**src/core/slpbt_pkg.sv**
```systemverilog
// shared constants, types and coding functions of the lane bert block
package slpbt_pkg;
  localparam int unsigned NLANE = 4;
  // apb map
  localparam logic [7:0] OFS_PORT    = 8'h00;
  localparam logic [7:0] OFS_LANE0   = 8'h20;
  localparam logic [4:0] OFS_CTL     = 5'h00;
  localparam logic [4:0] OFS_SEED    = 5'h04;
  localparam logic [4:0] OFS_ERR     = 5'h08;
  localparam logic [4:0] OFS_SERDES  = 5'h0c;
  localparam logic [4:0] OFS_BITS    = 5'h10;
  localparam int unsigned ALIGNED_POS = 8;
  localparam int unsigned ACTIVE_POS  = 9;
  // reset values and codes
  localparam logic [1:0]  FPW_RST     = 2'h0;
  localparam logic [1:0]  FPW_1X      = 2'h2;
  localparam logic [14:0] SEED_RST    = 15'h7fff;
  localparam logic [31:0] CNT_MAX     = 32'hffff_ffff;
  localparam logic [31:0] BITS_PER_CG = 32'h0000_000a;
  // timing counts, in code-groups or bits
  localparam logic [12:0] CC_PERIOD   = 13'h1388;
  localparam logic [5:0]  COMMA_START = 6'h20;
  localparam logic [3:0]  CG_LAST     = 4'h9;
  localparam logic [2:0]  LOS_MISSES  = 3'h4;
  // special code-groups, bit 9 is sent first
  localparam logic [9:0] K28_5_NEG = 10'h0fa;
  localparam logic [9:0] K28_5_POS = 10'h305;
  localparam logic [9:0] K29_7_NEG = 10'h2e8;
  localparam logic [9:0] K29_7_POS = 10'h117;
  localparam logic [6:0] COMMA_NEG = 7'h1f;
  localparam logic [6:0] COMMA_POS = 7'h60;
  localparam logic [5:0] ENC6 [0:31] = '{
    6'h27, 6'h1d, 6'h2d, 6'h31, 6'h35, 6'h29, 6'h19, 6'h38,
    6'h39, 6'h25, 6'h15, 6'h34, 6'h0d, 6'h2c, 6'h1c, 6'h17,
    6'h1b, 6'h23, 6'h13, 6'h32, 6'h0b, 6'h2a, 6'h1a, 6'h3a,
    6'h33, 6'h26, 6'h16, 6'h36, 6'h0e, 6'h2e, 6'h1e, 6'h2b};
  localparam logic [3:0] ENC4 [0:7] = '{
    4'hb, 4'h9, 4'h5, 4'hc, 4'hd, 4'ha, 4'h6, 4'he};
  localparam logic [3:0] ALT7_NEG = 4'h7;

  typedef struct packed {
    logic pattern;
    logic one_way_select;
    logic train;
    logic transmit;
    logic enable;
  } slpbt_ctl_s;

  typedef struct packed {
    logic rx_invert;
    logic rx_clock_loop_on;
    logic rx_data_path_on;
    logic termination_on;
    logic aligner_on;
    logic receiver_on;
    logic rate_divide_by_two;
    logic pma_wrap_on;
    logic tx_invert;
    logic tx_data_path_on;
    logic transmitter_on;
    logic common_mode_on;
    logic lane_tx_power;
  } slpbt_serdes_s;

  typedef struct packed {
    logic        run;
    logic        one_way_select;
    logic        pattern;
    logic [14:0] seed;
  } slpbt_gen_cfg_s;

  typedef enum logic [1:0] {
    GEN_IDLE  = 2'b00,
    GEN_COMMA = 2'b01,
    GEN_DATA  = 2'b10,
    GEN_CLKC  = 2'b11
  } slpbt_gen_e;

  typedef struct packed {
    slpbt_gen_e  phase;
    logic [14:0] lfsr;
    logic [9:0]  sh;
    logic [3:0]  bcnt;
    logic        rd;
    logic [5:0]  ncomma;
    logic [12:0] ncg;
    logic [1:0]  ncc;
    logic        bit_o;
  } slpbt_gen_s;

  typedef struct packed {
    logic [14:0] lfsr;
    logic [9:0]  win;
    logic [3:0]  bcnt;
    logic        aligned;
    logic [2:0]  nmiss;
  } slpbt_chk_s;

  typedef struct packed {
    logic [NLANE:0] meta;
    logic [NLANE:0] held;
  } slpbt_sync_s;

  typedef struct packed {
    logic [1:0]                  fpw;
    slpbt_ctl_s    [NLANE-1:0]   ctl;
    logic          [NLANE-1:0][14:0] seed;
    slpbt_serdes_s [NLANE-1:0]   sd;
    logic          [NLANE-1:0][31:0] err;
    logic          [NLANE-1:0][31:0] bits;
    slpbt_chk_s    [NLANE-1:0]   chk;
    logic          [NLANE-1:0]   half;
    logic                        lk_prev;
    logic          [NLANE-1:0]   txo;
    logic          [NLANE-1:0]   drv;
    logic [31:0]                 prdata;
  } slpbt_top_s;

  localparam slpbt_gen_s GEN_RST = '{phase: GEN_IDLE, default: '0};
  localparam slpbt_top_s TOP_RST = '{fpw: FPW_RST,
                                     seed: {NLANE{SEED_RST}},
                                     default: '0};

  // pattern 0: x^7+x^6+1, pattern 1: x^15+x^14+1
  function automatic logic prbs_fb(input logic [14:0] s,
                                   input logic pat);
    return pat ? (s[14] ^ s[13]) : (s[6] ^ s[5]);
  endfunction

  // eight steps; returns {next state, byte}
  function automatic logic [22:0] prbs_byte(input logic [14:0] s,
                                            input logic pat);
    logic [14:0] t;
    logic [7:0]  b;
    logic        f;
    t = s;
    b = 8'h00;
    for (int k = 0; k < 8; k++)
    begin
      f = prbs_fb(t, pat);
      t = {t[13:0], f};
      b = {b[6:0], f};
    end
    return {t, b};
  endfunction

  // all-zero state locks up
  function automatic logic [14:0] seed_fix(input logic [14:0] s,
                                           input logic pat);
    if (pat ? (s == 15'h0000) : (s[6:0] == 7'h00))
      return SEED_RST;
    return s;
  endfunction

  // data character encode; returns {disparity out, abcdei fghj}
  function automatic logic [10:0] enc8b10b(input logic [7:0] d,
                                           input logic rd);
    logic [5:0] c6;
    logic [3:0] c4;
    logic       r;
    logic       alt;
    c6 = ENC6[d[4:0]];
    r = rd;
    if (r && (($countones(c6) != 3) || (d[4:0] == 5'h07)))
      c6 = ~c6;
    if ($countones(c6) != 3)
      r = ~r;
    alt = r ? (d[4:0] == 5'h0b || d[4:0] == 5'h0d || d[4:0] == 5'h0e)
            : (d[4:0] == 5'h11 || d[4:0] == 5'h12 || d[4:0] == 5'h14);
    c4 = (d[7:5] == 3'h7 && alt) ? ALT7_NEG : ENC4[d[7:5]];
    if (r && (($countones(c4) != 2) || (d[7:5] == 3'h3)))
      c4 = ~c4;
    if ($countones(c4) != 2)
      r = ~r;
    return {r, c6, c4};
  endfunction

  function automatic logic is_comma(input logic [6:0] w);
    return (w == COMMA_NEG) || (w == COMMA_POS);
  endfunction

  function automatic logic is_kcode(input logic [9:0] w);
    return (w == K28_5_NEG) || (w == K28_5_POS) ||
           (w == K29_7_NEG) || (w == K29_7_POS);
  endfunction
endpackage

```
**src/core/slpbt_gen.sv**
```systemverilog
// per-lane prbs generator with comma start-up and clock compensation
`timescale 1ns/1ps
`default_nettype none
module slpbt_gen
  import slpbt_pkg::*;
(
  input  wire logic           pclk,
  input  wire logic           presetn,
  input  wire logic           step,
  input  wire slpbt_gen_cfg_s cfg,
  output logic                tx_bit
);
  slpbt_gen_s  s;
  slpbt_gen_s  n;
  logic        fb;
  logic [22:0] pb;
  logic [10:0] ev;
  logic [9:0]  cw;

  always_comb
  begin
    n = s;
    fb = 1'b0;
    pb = '0;
    ev = '0;
    cw = '0;
    if (!cfg.run)
    begin
      n = GEN_RST; // see RULE_16
      n.lfsr = cfg.seed;
    end
    else if (step && cfg.one_way_select)
    begin
      fb = prbs_fb(s.lfsr, cfg.pattern); // see RULE_03
      n.lfsr = {s.lfsr[13:0], fb};
      n.bit_o = fb;
    end
    else if (step && s.bcnt != 4'h0)
    begin
      n.sh = {s.sh[8:0], 1'b0};
      n.bit_o = s.sh[9];
      n.bcnt = s.bcnt - 4'h1;
    end
    else if (step)
    begin
      unique case (s.phase)
        GEN_IDLE, GEN_COMMA:
        begin
          cw = s.rd ? K28_5_POS : K28_5_NEG; // see RULE_07
          n.rd = ~s.rd;
          n.phase = GEN_COMMA;
          n.ncomma = s.ncomma + 6'h1;
          if (s.ncomma == COMMA_START - 6'h1)
            n.phase = GEN_DATA;
        end
        GEN_DATA:
        begin
          pb = prbs_byte(s.lfsr, cfg.pattern);
          ev = enc8b10b(pb[7:0], s.rd); // see RULE_06
          cw = ev[9:0];
          n.rd = ev[10];
          n.lfsr = pb[22:8];
          n.ncg = s.ncg + 13'h1;
          if (s.ncg == CC_PERIOD - 13'h1)
          begin
            n.phase = GEN_CLKC; // see RULE_08
            n.ncg = '0;
            n.ncc = '0;
          end
        end
        GEN_CLKC:
        begin
          // K then three neutral R
          if (s.ncc == 2'h0)
          begin
            cw = s.rd ? K28_5_POS : K28_5_NEG;
            n.rd = ~s.rd;
          end
          else
            cw = s.rd ? K29_7_POS : K29_7_NEG;
          n.ncc = s.ncc + 2'h1;
          if (s.ncc == 2'h3)
            n.phase = GEN_DATA;
        end
      endcase
      n.sh = {cw[8:0], 1'b0};
      n.bit_o = cw[9];
      n.bcnt = CG_LAST;
    end
  end

  always_ff @(posedge pclk or negedge presetn)
  begin
    if (!presetn)
      s <= GEN_RST;
    else
      s <= n;
  end

  assign tx_bit = s.bit_o;
endmodule // slpbt_gen
`default_nettype wire

```
**src/core/slpbt_sync.sv**
```systemverilog
// two-flop synchroniser for the link clock and receive pins
`timescale 1ns/1ps
`default_nettype none
module slpbt_sync
  import slpbt_pkg::*;
(
  input  wire logic           pclk,
  input  wire logic           presetn,
  input  wire logic [NLANE:0] d,
  output logic      [NLANE:0] q
);
  slpbt_sync_s s_q;
  slpbt_sync_s s_d;

  always_comb
  begin
    s_d.meta = d;
    s_d.held = s_q.meta;
  end

  always_ff @(posedge pclk or negedge presetn)
  begin
    if (!presetn)
      s_q <= '0;
    else
      s_q <= s_d;
  end

  assign q = s_q.held;
endmodule // slpbt_sync
`default_nettype wire

```
**src/core/slpbt_top.sv**
```systemverilog
// per-lane prbs bit error rate tester with its apb register file
// Behaviour
// RULE_01: per-lane select between one-way and loopback test
// RULE_02: partner runs matching generator or checker one-way
// RULE_03: one-way mode sends raw prbs, encoder bypassed
// RULE_04: one-way checker compares raw received bits
// RULE_05: loopback runs generator and checker together
// RULE_06: loopback prbs bytes pass the 8b/10b encoder
// RULE_07: loopback start sends commas before prbs data
// RULE_08: every 5000 code-groups insert K R R R
// RULE_09: lanes run only with port width forced 1x
// RULE_10: operator powers transmitter, may invert or wrap
// RULE_11: operator halves rate for 1.25 Gbaud only
// RULE_12: operator disables aligner for one-way receive
// RULE_13: clear error count and load seed first
// RULE_14: configure with transmit low, raise it to start
// RULE_15: clearing train starts error counting
// RULE_16: transmit low stops generator, freezes counter
// RULE_17: operator stops other lanes before lane 0
// RULE_18: link rate change needs a device reset
// RULE_19: one line error may give two code errors
// RULE_20: error counter saturates instead of wrapping
`timescale 1ns/1ps
`default_nettype none
module slpbt_top
  import slpbt_pkg::*;
(
  input  wire logic             pclk,
  input  wire logic             presetn,
  input  wire logic [7:0]       paddr,
  input  wire logic             psel,
  input  wire logic             penable,
  input  wire logic             pwrite,
  input  wire logic [31:0]      pwdata,
  output logic      [31:0]      prdata,
  output logic                  pready,
  output logic                  pslverr,
  input  wire logic             link_clk,
  input  wire logic [NLANE-1:0] rx_serial,
  output logic      [NLANE-1:0] tx_serial,
  output logic      [NLANE-1:0] tx_drive
);
  slpbt_top_s                  s;
  slpbt_top_s                  n;
  logic           [NLANE:0]    pins;
  logic                        edge_seen;
  logic           [NLANE-1:0]  run;
  logic           [NLANE-1:0]  tick;
  logic           [NLANE-1:0]  rx_ok;
  logic           [NLANE-1:0]  tx_ok;
  logic           [NLANE-1:0]  rbit;
  logic           [NLANE-1:0]  gen_bit;
  slpbt_gen_cfg_s [NLANE-1:0]  gcfg;
  logic                        acc;
  logic                        hit;

  function automatic logic lane_hit(input logic [7:0] a);
    logic [2:0] l;
    l = a[7:5] - OFS_LANE0[7:5];
    return (a[7:5] >= OFS_LANE0[7:5]) && (l < 3'(NLANE));
  endfunction

  function automatic logic [1:0] lane_of(input logic [7:0] a);
    logic [2:0] l;
    l = a[7:5] - OFS_LANE0[7:5];
    return l[1:0];
  endfunction

  function automatic logic addr_ok(input logic [7:0] a);
    logic [4:0] r;
    r = a[4:0];
    if (a == OFS_PORT)
      return 1'b1;
    return lane_hit(a) && (r == OFS_CTL || r == OFS_SEED ||
           r == OFS_ERR || r == OFS_SERDES || r == OFS_BITS);
  endfunction

  function automatic logic [31:0] sat_add(input logic [31:0] v,
                                          input logic [31:0] inc);
    if (CNT_MAX - v < inc)
      return CNT_MAX; // see RULE_20
    return v + inc;
  endfunction

  // link clock and rx pins are asynchronous
  slpbt_sync u_sync (
    .pclk    (pclk),
    .presetn (presetn),
    .d       ({link_clk, rx_serial}),
    .q       (pins)
  );

  assign edge_seen = pins[NLANE] & ~s.lk_prev;
  assign acc       = psel & penable;
  assign hit       = addr_ok(paddr);

  for (genvar i = 0; i < NLANE; i++)
  begin : g_lane
    assign run[i] = s.ctl[i].enable & s.ctl[i].transmit &
                    (s.fpw == FPW_1X); // see RULE_09 see RULE_14
    // halved rate uses every other link edge
    assign tick[i] = edge_seen &
                     (~s.sd[i].rate_divide_by_two | s.half[i]); // see RULE_11
    assign tx_ok[i] = s.sd[i].lane_tx_power & s.sd[i].common_mode_on &
                      s.sd[i].transmitter_on &
                      s.sd[i].tx_data_path_on; // see RULE_10
    assign rx_ok[i] = s.sd[i].receiver_on & s.sd[i].termination_on &
                      s.sd[i].rx_data_path_on;
    // wrap loops the registered line level
    assign rbit[i] = (s.sd[i].pma_wrap_on ? s.txo[i] : pins[i]) ^
                     s.sd[i].rx_invert; // see RULE_05
    assign gcfg[i] = '{run: run[i],
                       one_way_select: s.ctl[i].one_way_select,
                       pattern: s.ctl[i].pattern,
                       seed: seed_fix(s.seed[i], s.ctl[i].pattern)};

    slpbt_gen u_gen (
      .pclk    (pclk),
      .presetn (presetn),
      .step    (tick[i]),
      .cfg     (gcfg[i]),
      .tx_bit  (gen_bit[i])
    );
  end

  always_comb
  begin
    logic [NLANE-1:0] clr_err;
    logic [NLANE-1:0] clr_bits;
    logic [1:0]       wl;
    slpbt_chk_s       c;
    logic             fb;
    logic             miss;
    logic             chk_cg;
    logic             cmatch;
    logic [22:0]      pb;
    logic [10:0]      e0;
    logic [10:0]      e1;
    logic [14:0]      sd0;
    logic [31:0]      rdw;
    logic [31:0]      ev;
    logic [31:0]      bv;
    clr_err = '0;
    clr_bits = '0;
    wl = lane_of(paddr);
    c = '0;
    fb = 1'b0;
    miss = 1'b0;
    chk_cg = 1'b0;
    cmatch = 1'b0;
    pb = '0;
    e0 = '0;
    e1 = '0;
    sd0 = '0;
    rdw = 32'h0000_0000;
    ev = 32'h0000_0000;
    bv = 32'h0000_0000;
    n = s;
    n.lk_prev = pins[NLANE];

    // read data latched in setup, valid in access
    if (paddr == OFS_PORT)
      rdw[1:0] = s.fpw;
    else if (hit)
    begin
      case (paddr[4:0])
        OFS_CTL:
        begin
          rdw[$bits(slpbt_ctl_s)-1:0] = s.ctl[wl];
          rdw[ALIGNED_POS] = s.chk[wl].aligned;
          rdw[ACTIVE_POS] = run[wl];
        end
        OFS_SEED:   rdw[14:0] = s.seed[wl];
        OFS_ERR:    rdw = s.err[wl];
        OFS_SERDES: rdw[$bits(slpbt_serdes_s)-1:0] = s.sd[wl];
        OFS_BITS:   rdw = s.bits[wl];
        default:    rdw = 32'h0000_0000;
      endcase
    end
    if (psel && !penable && !pwrite)
      n.prdata = rdw;

    if (acc && pwrite && hit)
    begin
      if (paddr == OFS_PORT)
        n.fpw = pwdata[1:0]; // see RULE_09
      else
      begin
        case (paddr[4:0])
          OFS_CTL:
            n.ctl[wl] = pwdata[$bits(slpbt_ctl_s)-1:0]; // see RULE_01
          OFS_SEED:
            n.seed[wl] = pwdata[14:0]; // see RULE_13
          OFS_ERR:
            clr_err[wl] = 1'b1; // see RULE_13
          OFS_SERDES:
            n.sd[wl] = pwdata[$bits(slpbt_serdes_s)-1:0];
          OFS_BITS:
            clr_bits[wl] = 1'b1;
          default:
            n.fpw = s.fpw;
        endcase
      end
    end

    for (int i = 0; i < NLANE; i++)
    begin
      c = s.chk[i];
      miss = 1'b0;
      chk_cg = 1'b0;
      sd0 = seed_fix(s.seed[i], s.ctl[i].pattern);
      n.half[i] = s.half[i] ^ edge_seen;
      n.drv[i] = tx_ok[i];
      n.txo[i] = tx_ok[i] & (gen_bit[i] ^ s.sd[i].tx_invert);
      if (!run[i])
      begin
        // idle lane: checker restarts from seed
        c.lfsr = sd0;
        c.win = '0;
        c.bcnt = '0;
        c.aligned = 1'b0;
        c.nmiss = '0;
      end
      else if (tick[i] && rx_ok[i] && s.ctl[i].one_way_select)
      begin
        // training self-seeds from the line
        fb = prbs_fb(c.lfsr, s.ctl[i].pattern); // see RULE_04
        c.lfsr = {c.lfsr[13:0], s.ctl[i].train ? rbit[i] : fb};
        miss = (rbit[i] != fb) & ~s.ctl[i].train; // see RULE_15
        chk_cg = ~s.ctl[i].train;
      end
      else if (tick[i] && rx_ok[i])
      begin
        c.win = {c.win[8:0], rbit[i]};
        // aligner off means no lock in loopback
        cmatch = s.sd[i].aligner_on & is_comma(c.win[9:3]); // see RULE_12
        if (cmatch && (!c.aligned || c.bcnt != CG_LAST))
        begin
          c.aligned = 1'b1;
          c.bcnt = '0;
          c.nmiss = '0;
        end
        else if (c.aligned && c.bcnt == CG_LAST)
        begin
          c.bcnt = '0;
          if (!is_kcode(c.win))
          begin
            pb = prbs_byte(c.lfsr, s.ctl[i].pattern);
            e0 = enc8b10b(pb[7:0], 1'b0);
            e1 = enc8b10b(pb[7:0], 1'b1);
            // either disparity accepted: no decoder needed
            if (c.win == e0[9:0] || c.win == e1[9:0])
            begin
              c.lfsr = pb[22:8];
              c.nmiss = '0;
            end
            else if (s.ctl[i].train)
              c.lfsr = sd0;
            else
            begin
              // one line error can spoil one or two code-groups
              c.lfsr = pb[22:8]; // see RULE_19
              miss = 1'b1;
              c.nmiss = c.nmiss + 3'h1;
              if (c.nmiss == LOS_MISSES)
              begin
                c.aligned = 1'b0;
                c.nmiss = '0;
              end
            end
            chk_cg = ~s.ctl[i].train;
          end
        end
        else if (c.aligned)
          c.bcnt = c.bcnt + 4'h1;
      end
      n.chk[i] = c;

      // error wins over a same-cycle clear
      ev = clr_err[i] ? 32'h0000_0000 : s.err[i];
      n.err[i] = miss ? sat_add(ev, 32'h0000_0001) : ev; // see RULE_16
      bv = clr_bits[i] ? 32'h0000_0000 : s.bits[i];
      if (chk_cg)
        bv = sat_add(bv, s.ctl[i].one_way_select ? 32'h0000_0001
                                                  : BITS_PER_CG);
      n.bits[i] = bv;
    end
  end

  always_ff @(posedge pclk or negedge presetn)
  begin
    if (!presetn)
      s <= TOP_RST;
    else
      s <= n;
  end

  assign prdata    = s.prdata;
  assign pready    = 1'b1;
  assign pslverr   = acc & ~hit;
  assign tx_serial = s.txo;
  assign tx_drive  = s.drv;
endmodule // slpbt_top
`default_nettype wire

```
**config.mk**
```make
export PLATFORM = sky130hd
export DESIGN_NAME = slpbt_top
export DESIGN_NICKNAME = d
export VERILOG_FILES = /design/src/core/slpbt_pkg.sv /design/src/core/slpbt_gen.sv /design/src/core/slpbt_sync.sv /design/src/core/slpbt_top.sv
export SDC_FILE = /design/constraint.sdc
export NUM_CORES = 2
export LEC_CHECK = 0
export BUFFER_PORTS_ARGS = -buffer_cell sky130_fd_sc_hd__buf_4
export CAP_MARGIN = 20
export CORE_ASPECT_RATIO = 0.5
export CORE_UTILIZATION = 65
export DETAILED_ROUTE_END_ITERATION = 12
export PLACE_DENSITY = 0.82
export SLEW_MARGIN = 0
export SYNTH_ARGS = -nofsm -noshare
export SYNTH_HDL_FRONTEND = slang
export SYNTH_SLANG_ARGS = --single-unit
```
**constraint.sdc**
```tcl
create_clock -name pclk -period 26.9 [get_ports pclk]
set_clock_uncertainty 0.15 [all_clocks]
set_input_delay 2.69 -clock pclk [delete_from_list [all_inputs] [get_ports pclk]]
set_output_delay 2.69 -clock pclk [all_outputs]
set_load 0.03 [all_outputs]
```
# After elaboration in Yosys (flattened, before gate mapping)
# Memory sizes are Yosys's and may differ from the RTL's.
# Index checks and enable logic that the tools add are counted.
totals:
  regBits: 793
  rom_bits: 1792
  inputBits: 50
  elab_cells: 1798
  n_memories: 16
classes:
  n_addsub: 169
  n_lt_le_gt_ge: 28
  n_eq_ne: 289
  muxes: 679
  bitwise: 246
  reduce_logical: 223
mem_list:
  columns: ["name", "words", "width", "rd", "rd_clocked_by_memory_dff", "wr", "line", "rtl"]
  rows:
  - ["(name not given)", 32, 6, 1, 0, 0, "slpbt_pkg.sv:162", "c6 = ENC6[d[4:0]];"]
  - ["(name not given)", 32, 6, 1, 0, 0, "slpbt_pkg.sv:162", null]
  - ["(name not given)", 32, 6, 1, 0, 0, "slpbt_pkg.sv:162", null]
  - ["(name not given)", 32, 6, 1, 0, 0, "slpbt_pkg.sv:162", null]
  - ["(name not given)", 32, 6, 1, 0, 0, "slpbt_pkg.sv:162", null]
  - ["(name not given)", 32, 6, 1, 0, 0, "slpbt_pkg.sv:162", null]
  - ["10 more memories", null, null, null, null, null, null, null]
op_table:
  columns: ["op", "n"]
  rows:
  - ["32-bit two-way mux", 35]
  - ["32-bit adder", 24]
  - ["15-bit two-way mux", 46]
  - ["4-bit two-way mux", 143]
  - ["32-bit by 3-bit inequality test with 1-bit output, second input constant", 16]
  - ["54-bit two-way mux", 8]
  - ["6-bit two-way mux", 72]
  - ["1-bit two-way mux", 265]
  - ["33-bit two-way mux", 8]
  - ["32-bit subtractor, first input constant", 8]
  - ["3-bit inequality test, second input constant", 60]
  - ["1-bit by 1-bit adder with 2-bit output", 80]
  - ["36-bit two-way mux", 4]
  - ["1-bit bitwise XOR", 140]
  - ["5-bit by 4-bit == test with 1-bit output, second input constant", 26]
  - ["32-bit by 1-bit adder with 32-bit output, second input constant", 4]
  - ["32-bit by 4-bit adder with 32-bit output", 4]
  - ["32-bit binary-select mux with 2-bit select", 2]
  - ["32-bit by 1-bit < comparator with 1-bit output, second input constant", 4]
  - ["32-bit by 4-bit < comparator with 1-bit output", 4]
  - ["5-bit == test, second input constant", 25]
  - ["10-bit two-way mux", 12]
  - ["10-bit one-hot mux with 3 select lines", 4]
  - ["22-bit two-way mux", 4]
  - ["86 further kinds", 636]

# Longest topological paths before layout
logic_depth:
  depth_word: 56
  ltp_mapped: 49
  mapped_depth_nobuf: 46

# Modules after synthesis
# From an unflattened synthesis, not the netlist that was laid out.
hier_totals:
  cells_unflattened: 6526
  area_unflattened_um2: 58389.8
modules_own_cells:
  columns: ["mod", "n_inst", "cells_per_inst", "area_each_um2", "seq_area_each_um2"]
  rows:
  - ["slpbt_top", 1, 4396, 40269.9, 14163.6]
  - ["slpbt_gen (g_lane[1].u_gen ...)", 3, 529, 4503.1, 1326.3]
  - ["slpbt_gen (g_lane[0].u_gen)", 1, 533, 4360.4, 1326.3]
  - ["slpbt_sync", 1, 10, 250.2, 250.2]

# Least setup slack after synthesis
# Ideal clock, no wire load.
synth_timing:
  path_type: "register to register"
  startpoint: "register s[68] in the netlist's numbering"
  endpoint: "register s[45] in the netlist's numbering"
  arrival_ps: 10508
  path_slack_ps: 16117
  stages_incl_launch_ff: 41
  path_cell_list: "dfrtp_1 clkbuf_1 xnor3_1 mux2i_1 inv_1 ha_1 a21o_1 o22a_1 fa_1 inv_1 fa_1 inv_1 ha_1 inv_1 fa_1 nand3b_1 a21oi_1 xnor2_1 [... 5 more ...] and3b_1 a221oi_1 nand4_1 o21ai_1 a311oi_1 inv_1 fa_1 ha_1 ha_1 nor3b_1 nor2_1 o221ai_1 a21oi_1 nor4b_1 o211ai_1 a21o_1 a21oi_1 mux2_2"
synth_between:
  elab_chain_len: 55
synth_lines:
  columns: ["element", "line", "rtl"]
  rows:
  - ["from (decl)", "slpbt_top.sv:43", "slpbt_top_s s;"]
  - ["from (signal assigned)", "slpbt_top.sv:295", "s <= n;"]
  - ["1-bit bitwise XOR", "slpbt_pkg.sv:127", "return pat ? (s[14] ^ s[13]) : (s[6] ^ s[5]);"]
  - ["1-bit two-way mux", "slpbt_pkg.sv:127", null]
  - ["1-bit bitwise XOR", "slpbt_pkg.sv:127", null]
  - ["1-bit two-way mux", "slpbt_pkg.sv:127", null]
  - ["5-bit inverter with 6-bit output (implied by the code)", "slpbt_pkg.sv:162", null]
  - ["memory 32 x 6 bit", null, null]
  - ["6-bit two-way mux (implied by the code) (2 in series)", "slpbt_pkg.sv:162", null]
  - ["1-bit by 1-bit adder with 2-bit output (implied by the code)", "slpbt_pkg.sv:164", "if (r && (($countones(c6) != 3) || (d[4:0] == 5'h07)))"]
  - ["[... 38 more ...]", null, null]
  - ["1-bit logical OR *", "slpbt_top.sv:252", "if (c.win == e0[9:0] || c.win == e1[9:0])"]
  - ["3-bit two-way mux", "slpbt_top.sv:252", null]
  - ["4-bit two-way mux", "slpbt_top.sv:246", "if (!is_kcode(c.win))"]
  - ["4-bit two-way mux", "slpbt_top.sv:243", "else if (c.aligned && c.bcnt == CG_LAST)"]
  - ["8-bit two-way mux", "slpbt_top.sv:237", "if (cmatch && (!c.aligned || c.bcnt != CG_LAST))"]
  - ["33-bit two-way mux", "slpbt_top.sv:232", "else if (tick[i] && rx_ok[i])"]
  - ["18-bit two-way mux", "slpbt_top.sv:224", "else if (tick[i] && rx_ok[i] && s.ctl[i].one_way_select)"]
  - ["33-bit two-way mux", "slpbt_top.sv:215", "if (!run[i])"]
# Mark *: on every way between the ends. The rest lies on a longest branch, timed or not. The select of a mux whose other input is x is not followed.
# A chain may end at the register's enable or synchronous reset.

==> impl_metrics.env <==
export IMPL_cpLargestDelayFamily="adder cells"
export IMPL_track_usage_pct=37.2
export IMPL_path_clk_slew_ns=0.07
export IMPL_wl_met1_um=66800
export IMPL_fill_cells=6315
export IMPL_fin_setup_tns_ns=0
export IMPL_clock_fmax_ghz=0.0752
export IMPL_synth_edff_count=0
export IMPL_via_per_inst=6.78
export IMPL_end_kind="flop"
export IMPL_clock_latency_ns=0.68
export IMPL_wl_met2_um=72400
export IMPL_wl_met3_um=20400
export IMPL_required_ns=27.34
export IMPL_drive_above_1_share_pct=11.7
export IMPL_hold_depth=0
export IMPL_port_buffers=73
export IMPL_cts_max_level=3
export IMPL_yosysTopAreaCellShare_pct=32.4
export IMPL_cts_setup_buffers=0
export IMPL_netlist_instances=6374
export IMPL_drt_iter0_drc=6388
export IMPL_synthTopCellsByArea="dfrtp_1, nand2_1, ha_1"
export IMPL_synth_area_um2=55900
export IMPL_grt_max_degree=149
export IMPL_dr_pass1_iters=10
export IMPL_critPathKind="reg2reg"
export IMPL_cap_viol_max_count=0
export IMPL_critPathLaunchType="flop"
export IMPL_min_period_over_period_pct=49.4
export IMPL_synth_most_common_cell="nand2_1"
export IMPL_synthArstFlopShare_pct=100
export IMPL_die_h_um=209
export IMPL_rsz0062_at_grt="no"
export IMPL_area_delta_synth_final_pct=6.34
export IMPL_antenna_found_initial=18
export IMPL_synth_common_cells="nand2_1, dfrtp_1, nor2_1, o21ai_0, a21oi_1"
export IMPL_leakage_uw=0.0247
export IMPL_hold_buffers=0
export IMPL_ctsResizeCount=0
export IMPL_period_needed_ns=13.29
export IMPL_grt_pass1_vias=47600
export IMPL_slew_headroom_pct=21.8
export IMPL_core_area_um2=84500
export IMPL_initial_core_util_pct=66.2
export IMPL_slew_violations=0
export IMPL_status="finished clean"
export IMPL_tightest_slew_ns=1.16
export IMPL_ys_types=108
export IMPL_routed_wl_um=165000
export IMPL_cp_slowest_cell="a21oi_1"
export IMPL_ys_ff_latch=785
export IMPL_r2r_slack_ns=13.61
export IMPL_die_w_um=417
export IMPL_cts_tree="done"
export IMPL_r2r_cells=43
export IMPL_dp_hpwl_um=118000
export IMPL_root_buffer="clkbuf_16"
export IMPL_cts_buffers=75
export IMPL_path_buf_inv=8
export IMPL_pin_count=92
export IMPL_ant_nets=0
export IMPL_hold_path_class="reg2reg"
export IMPL_regToRegStartpoint="gcfg[15]$_DFFE_PN0P_"
export IMPL_path_depth=43
export IMPL_utilization_pct=70.4
export IMPL_nets=6488
export IMPL_dr_max_layer_used="met5"
export IMPL_critPathLaunch="gcfg[15]$_DFFE_PN0P_"
export IMPL_synth_area_per_cell_um2=8.78
export IMPL_rows=75
export IMPL_yosysSeqAreaShare_pct=35.2
export IMPL_max_stage_delay_ns=0.81
export IMPL_setup_viol=0
export IMPL_crit_end="s[335]$_DFF_PN0_"
export IMPL_route_detailed_drc=0
export IMPL_gp_congestion=0.989
export IMPL_vias=50300
export IMPL_drt_wirelength_per_cell_um=22.3
export IMPL_cts_num_sinks=785
export IMPL_path_max_fanout=45
export IMPL_yosys_warnings=0
export IMPL_arrival_ns=13.73
export IMPL_hold_violations=0
export IMPL_grt_first_pass_wirelength_um=260000
export IMPL_powerDensity_nw_per_um2=47.5
export IMPL_gr_total_overflow=0
export IMPL_yosysTopAreaCell="dfrtp_1"
export IMPL_ir_drop_mv=0.0405
export IMPL_rr_endpoint="s[335]$_DFF_PN0_"
export IMPL_clock_path_buffers=3
export IMPL_syn_num_nets=6665
export IMPL_synth_ff_type="dfrtp_1"
export IMPL_die_area_um2=87300
[final cells by class]
class / instances / area (um^2) / area share [%]
multi-input cells: 4974 / 33700 / 56.6
flip-flops and latches: 785 / 19700 / 33.1
clock buffers: 103 / 2130 / 3.59
well taps: 1155 / 1450 / 2.43
repair buffers: 163 / 1320 / 2.22
inverters: 198 / 743 / 1.25
clock inverters: 34 / 404 / 0.679
diodes: 13 / 32.5 / 0.0547
[per-layer routing]
metal  global-route usage, %  vias up
li1                        -    22500
met1                    52.2    24700
met2                    55.8     2692
met3                    10.1      427
met4                    13.1        4
met5                       0        -
[cells in the final DEF (no fill, tap or decap), types with 49 or more instances in the layout]
cell	instances
nand3_1	237
a31oi_1	70
xnor2_1	258
clkbuf_16	76
fa_1	52
xor2_1	194
mux4_2	99
nor2_1	591
nand2_1	794
dfrtp_1	724
a22oi_1	49
ha_1	188
nor3_1	174
o22ai_1	59
a21oi_1	368
mux2_2	193
and3_1	103
nand4_1	81
nor4_1	50
inv_1	195
mux2i_1	114
dfstp_2	60
o31ai_1	62
o21ai_0	426
buf_4	153
[kinds of logic after synthesis]
logic type	Yosys count	synth area share, %
simple gates	2376	20.0
mux	412	10.1
compound gates	1486	16.7
xor+xnor	456	7.24
fa+ha+maj	243	6.12
buf+inv	615	4.61
other cells	1	0.00670
flops	785	35.2
[flip-flops by register name, indices dropped and copies added, names as in the netlist]
name                 cells
s                      515
tx_drive                 4
gcfg                     8
g_lane.u_gen.s         208
tx_serial                4
prdata                  32
g_lane.u_gen.tx_bit      4
u_sync.q                 5
u_sync.s_d               5
[report_power, final]
part / internal (uW) / switching, uW / total (uW)
clock: 629 / 509 / 1140
combinational: 188 / 301 / 489
sequential: 1190 / 10.1 / 1200
[stage by stage]
stage                     worst slack [ns]  std cells  instance area, um^2  total power, uW  hold WS (ns)
after floorplan                      16.12       6374                55900             1570         0.181
after global placement               14.22       7264                56800             1670         0.183
after detailed placement             13.85       7265                56800             1700         0.191
after CTS                            13.80       7402                59300             2830         0.210
after global routing                 12.89       7425                59500             2930         0.215
final                                13.61       7425                59500             2830         0.205
[worst min path at each step]
stage,start,end,slack (ns)
global route,u_sync.s_d[3]$_DFF_PN0_,u_sync.q[3]$_DFF_PN0_,0.21
global placement,u_sync.s_d[0]$_DFF_PN0_,u_sync.q[0]$_DFF_PN0_,0.18
floorplan,u_sync.s_d[0]$_DFF_PN0_,u_sync.q[0]$_DFF_PN0_,0.18
detailed placement,u_sync.s_d[0]$_DFF_PN0_,u_sync.q[0]$_DFF_PN0_,0.19
finish,u_sync.s_d[3]$_DFF_PN0_,u_sync.q[3]$_DFF_PN0_,0.20
CTS,u_sync.s_d[0]$_DFF_PN0_,u_sync.q[0]$_DFF_PN0_,0.21
(Power assumes the default switching activity.)
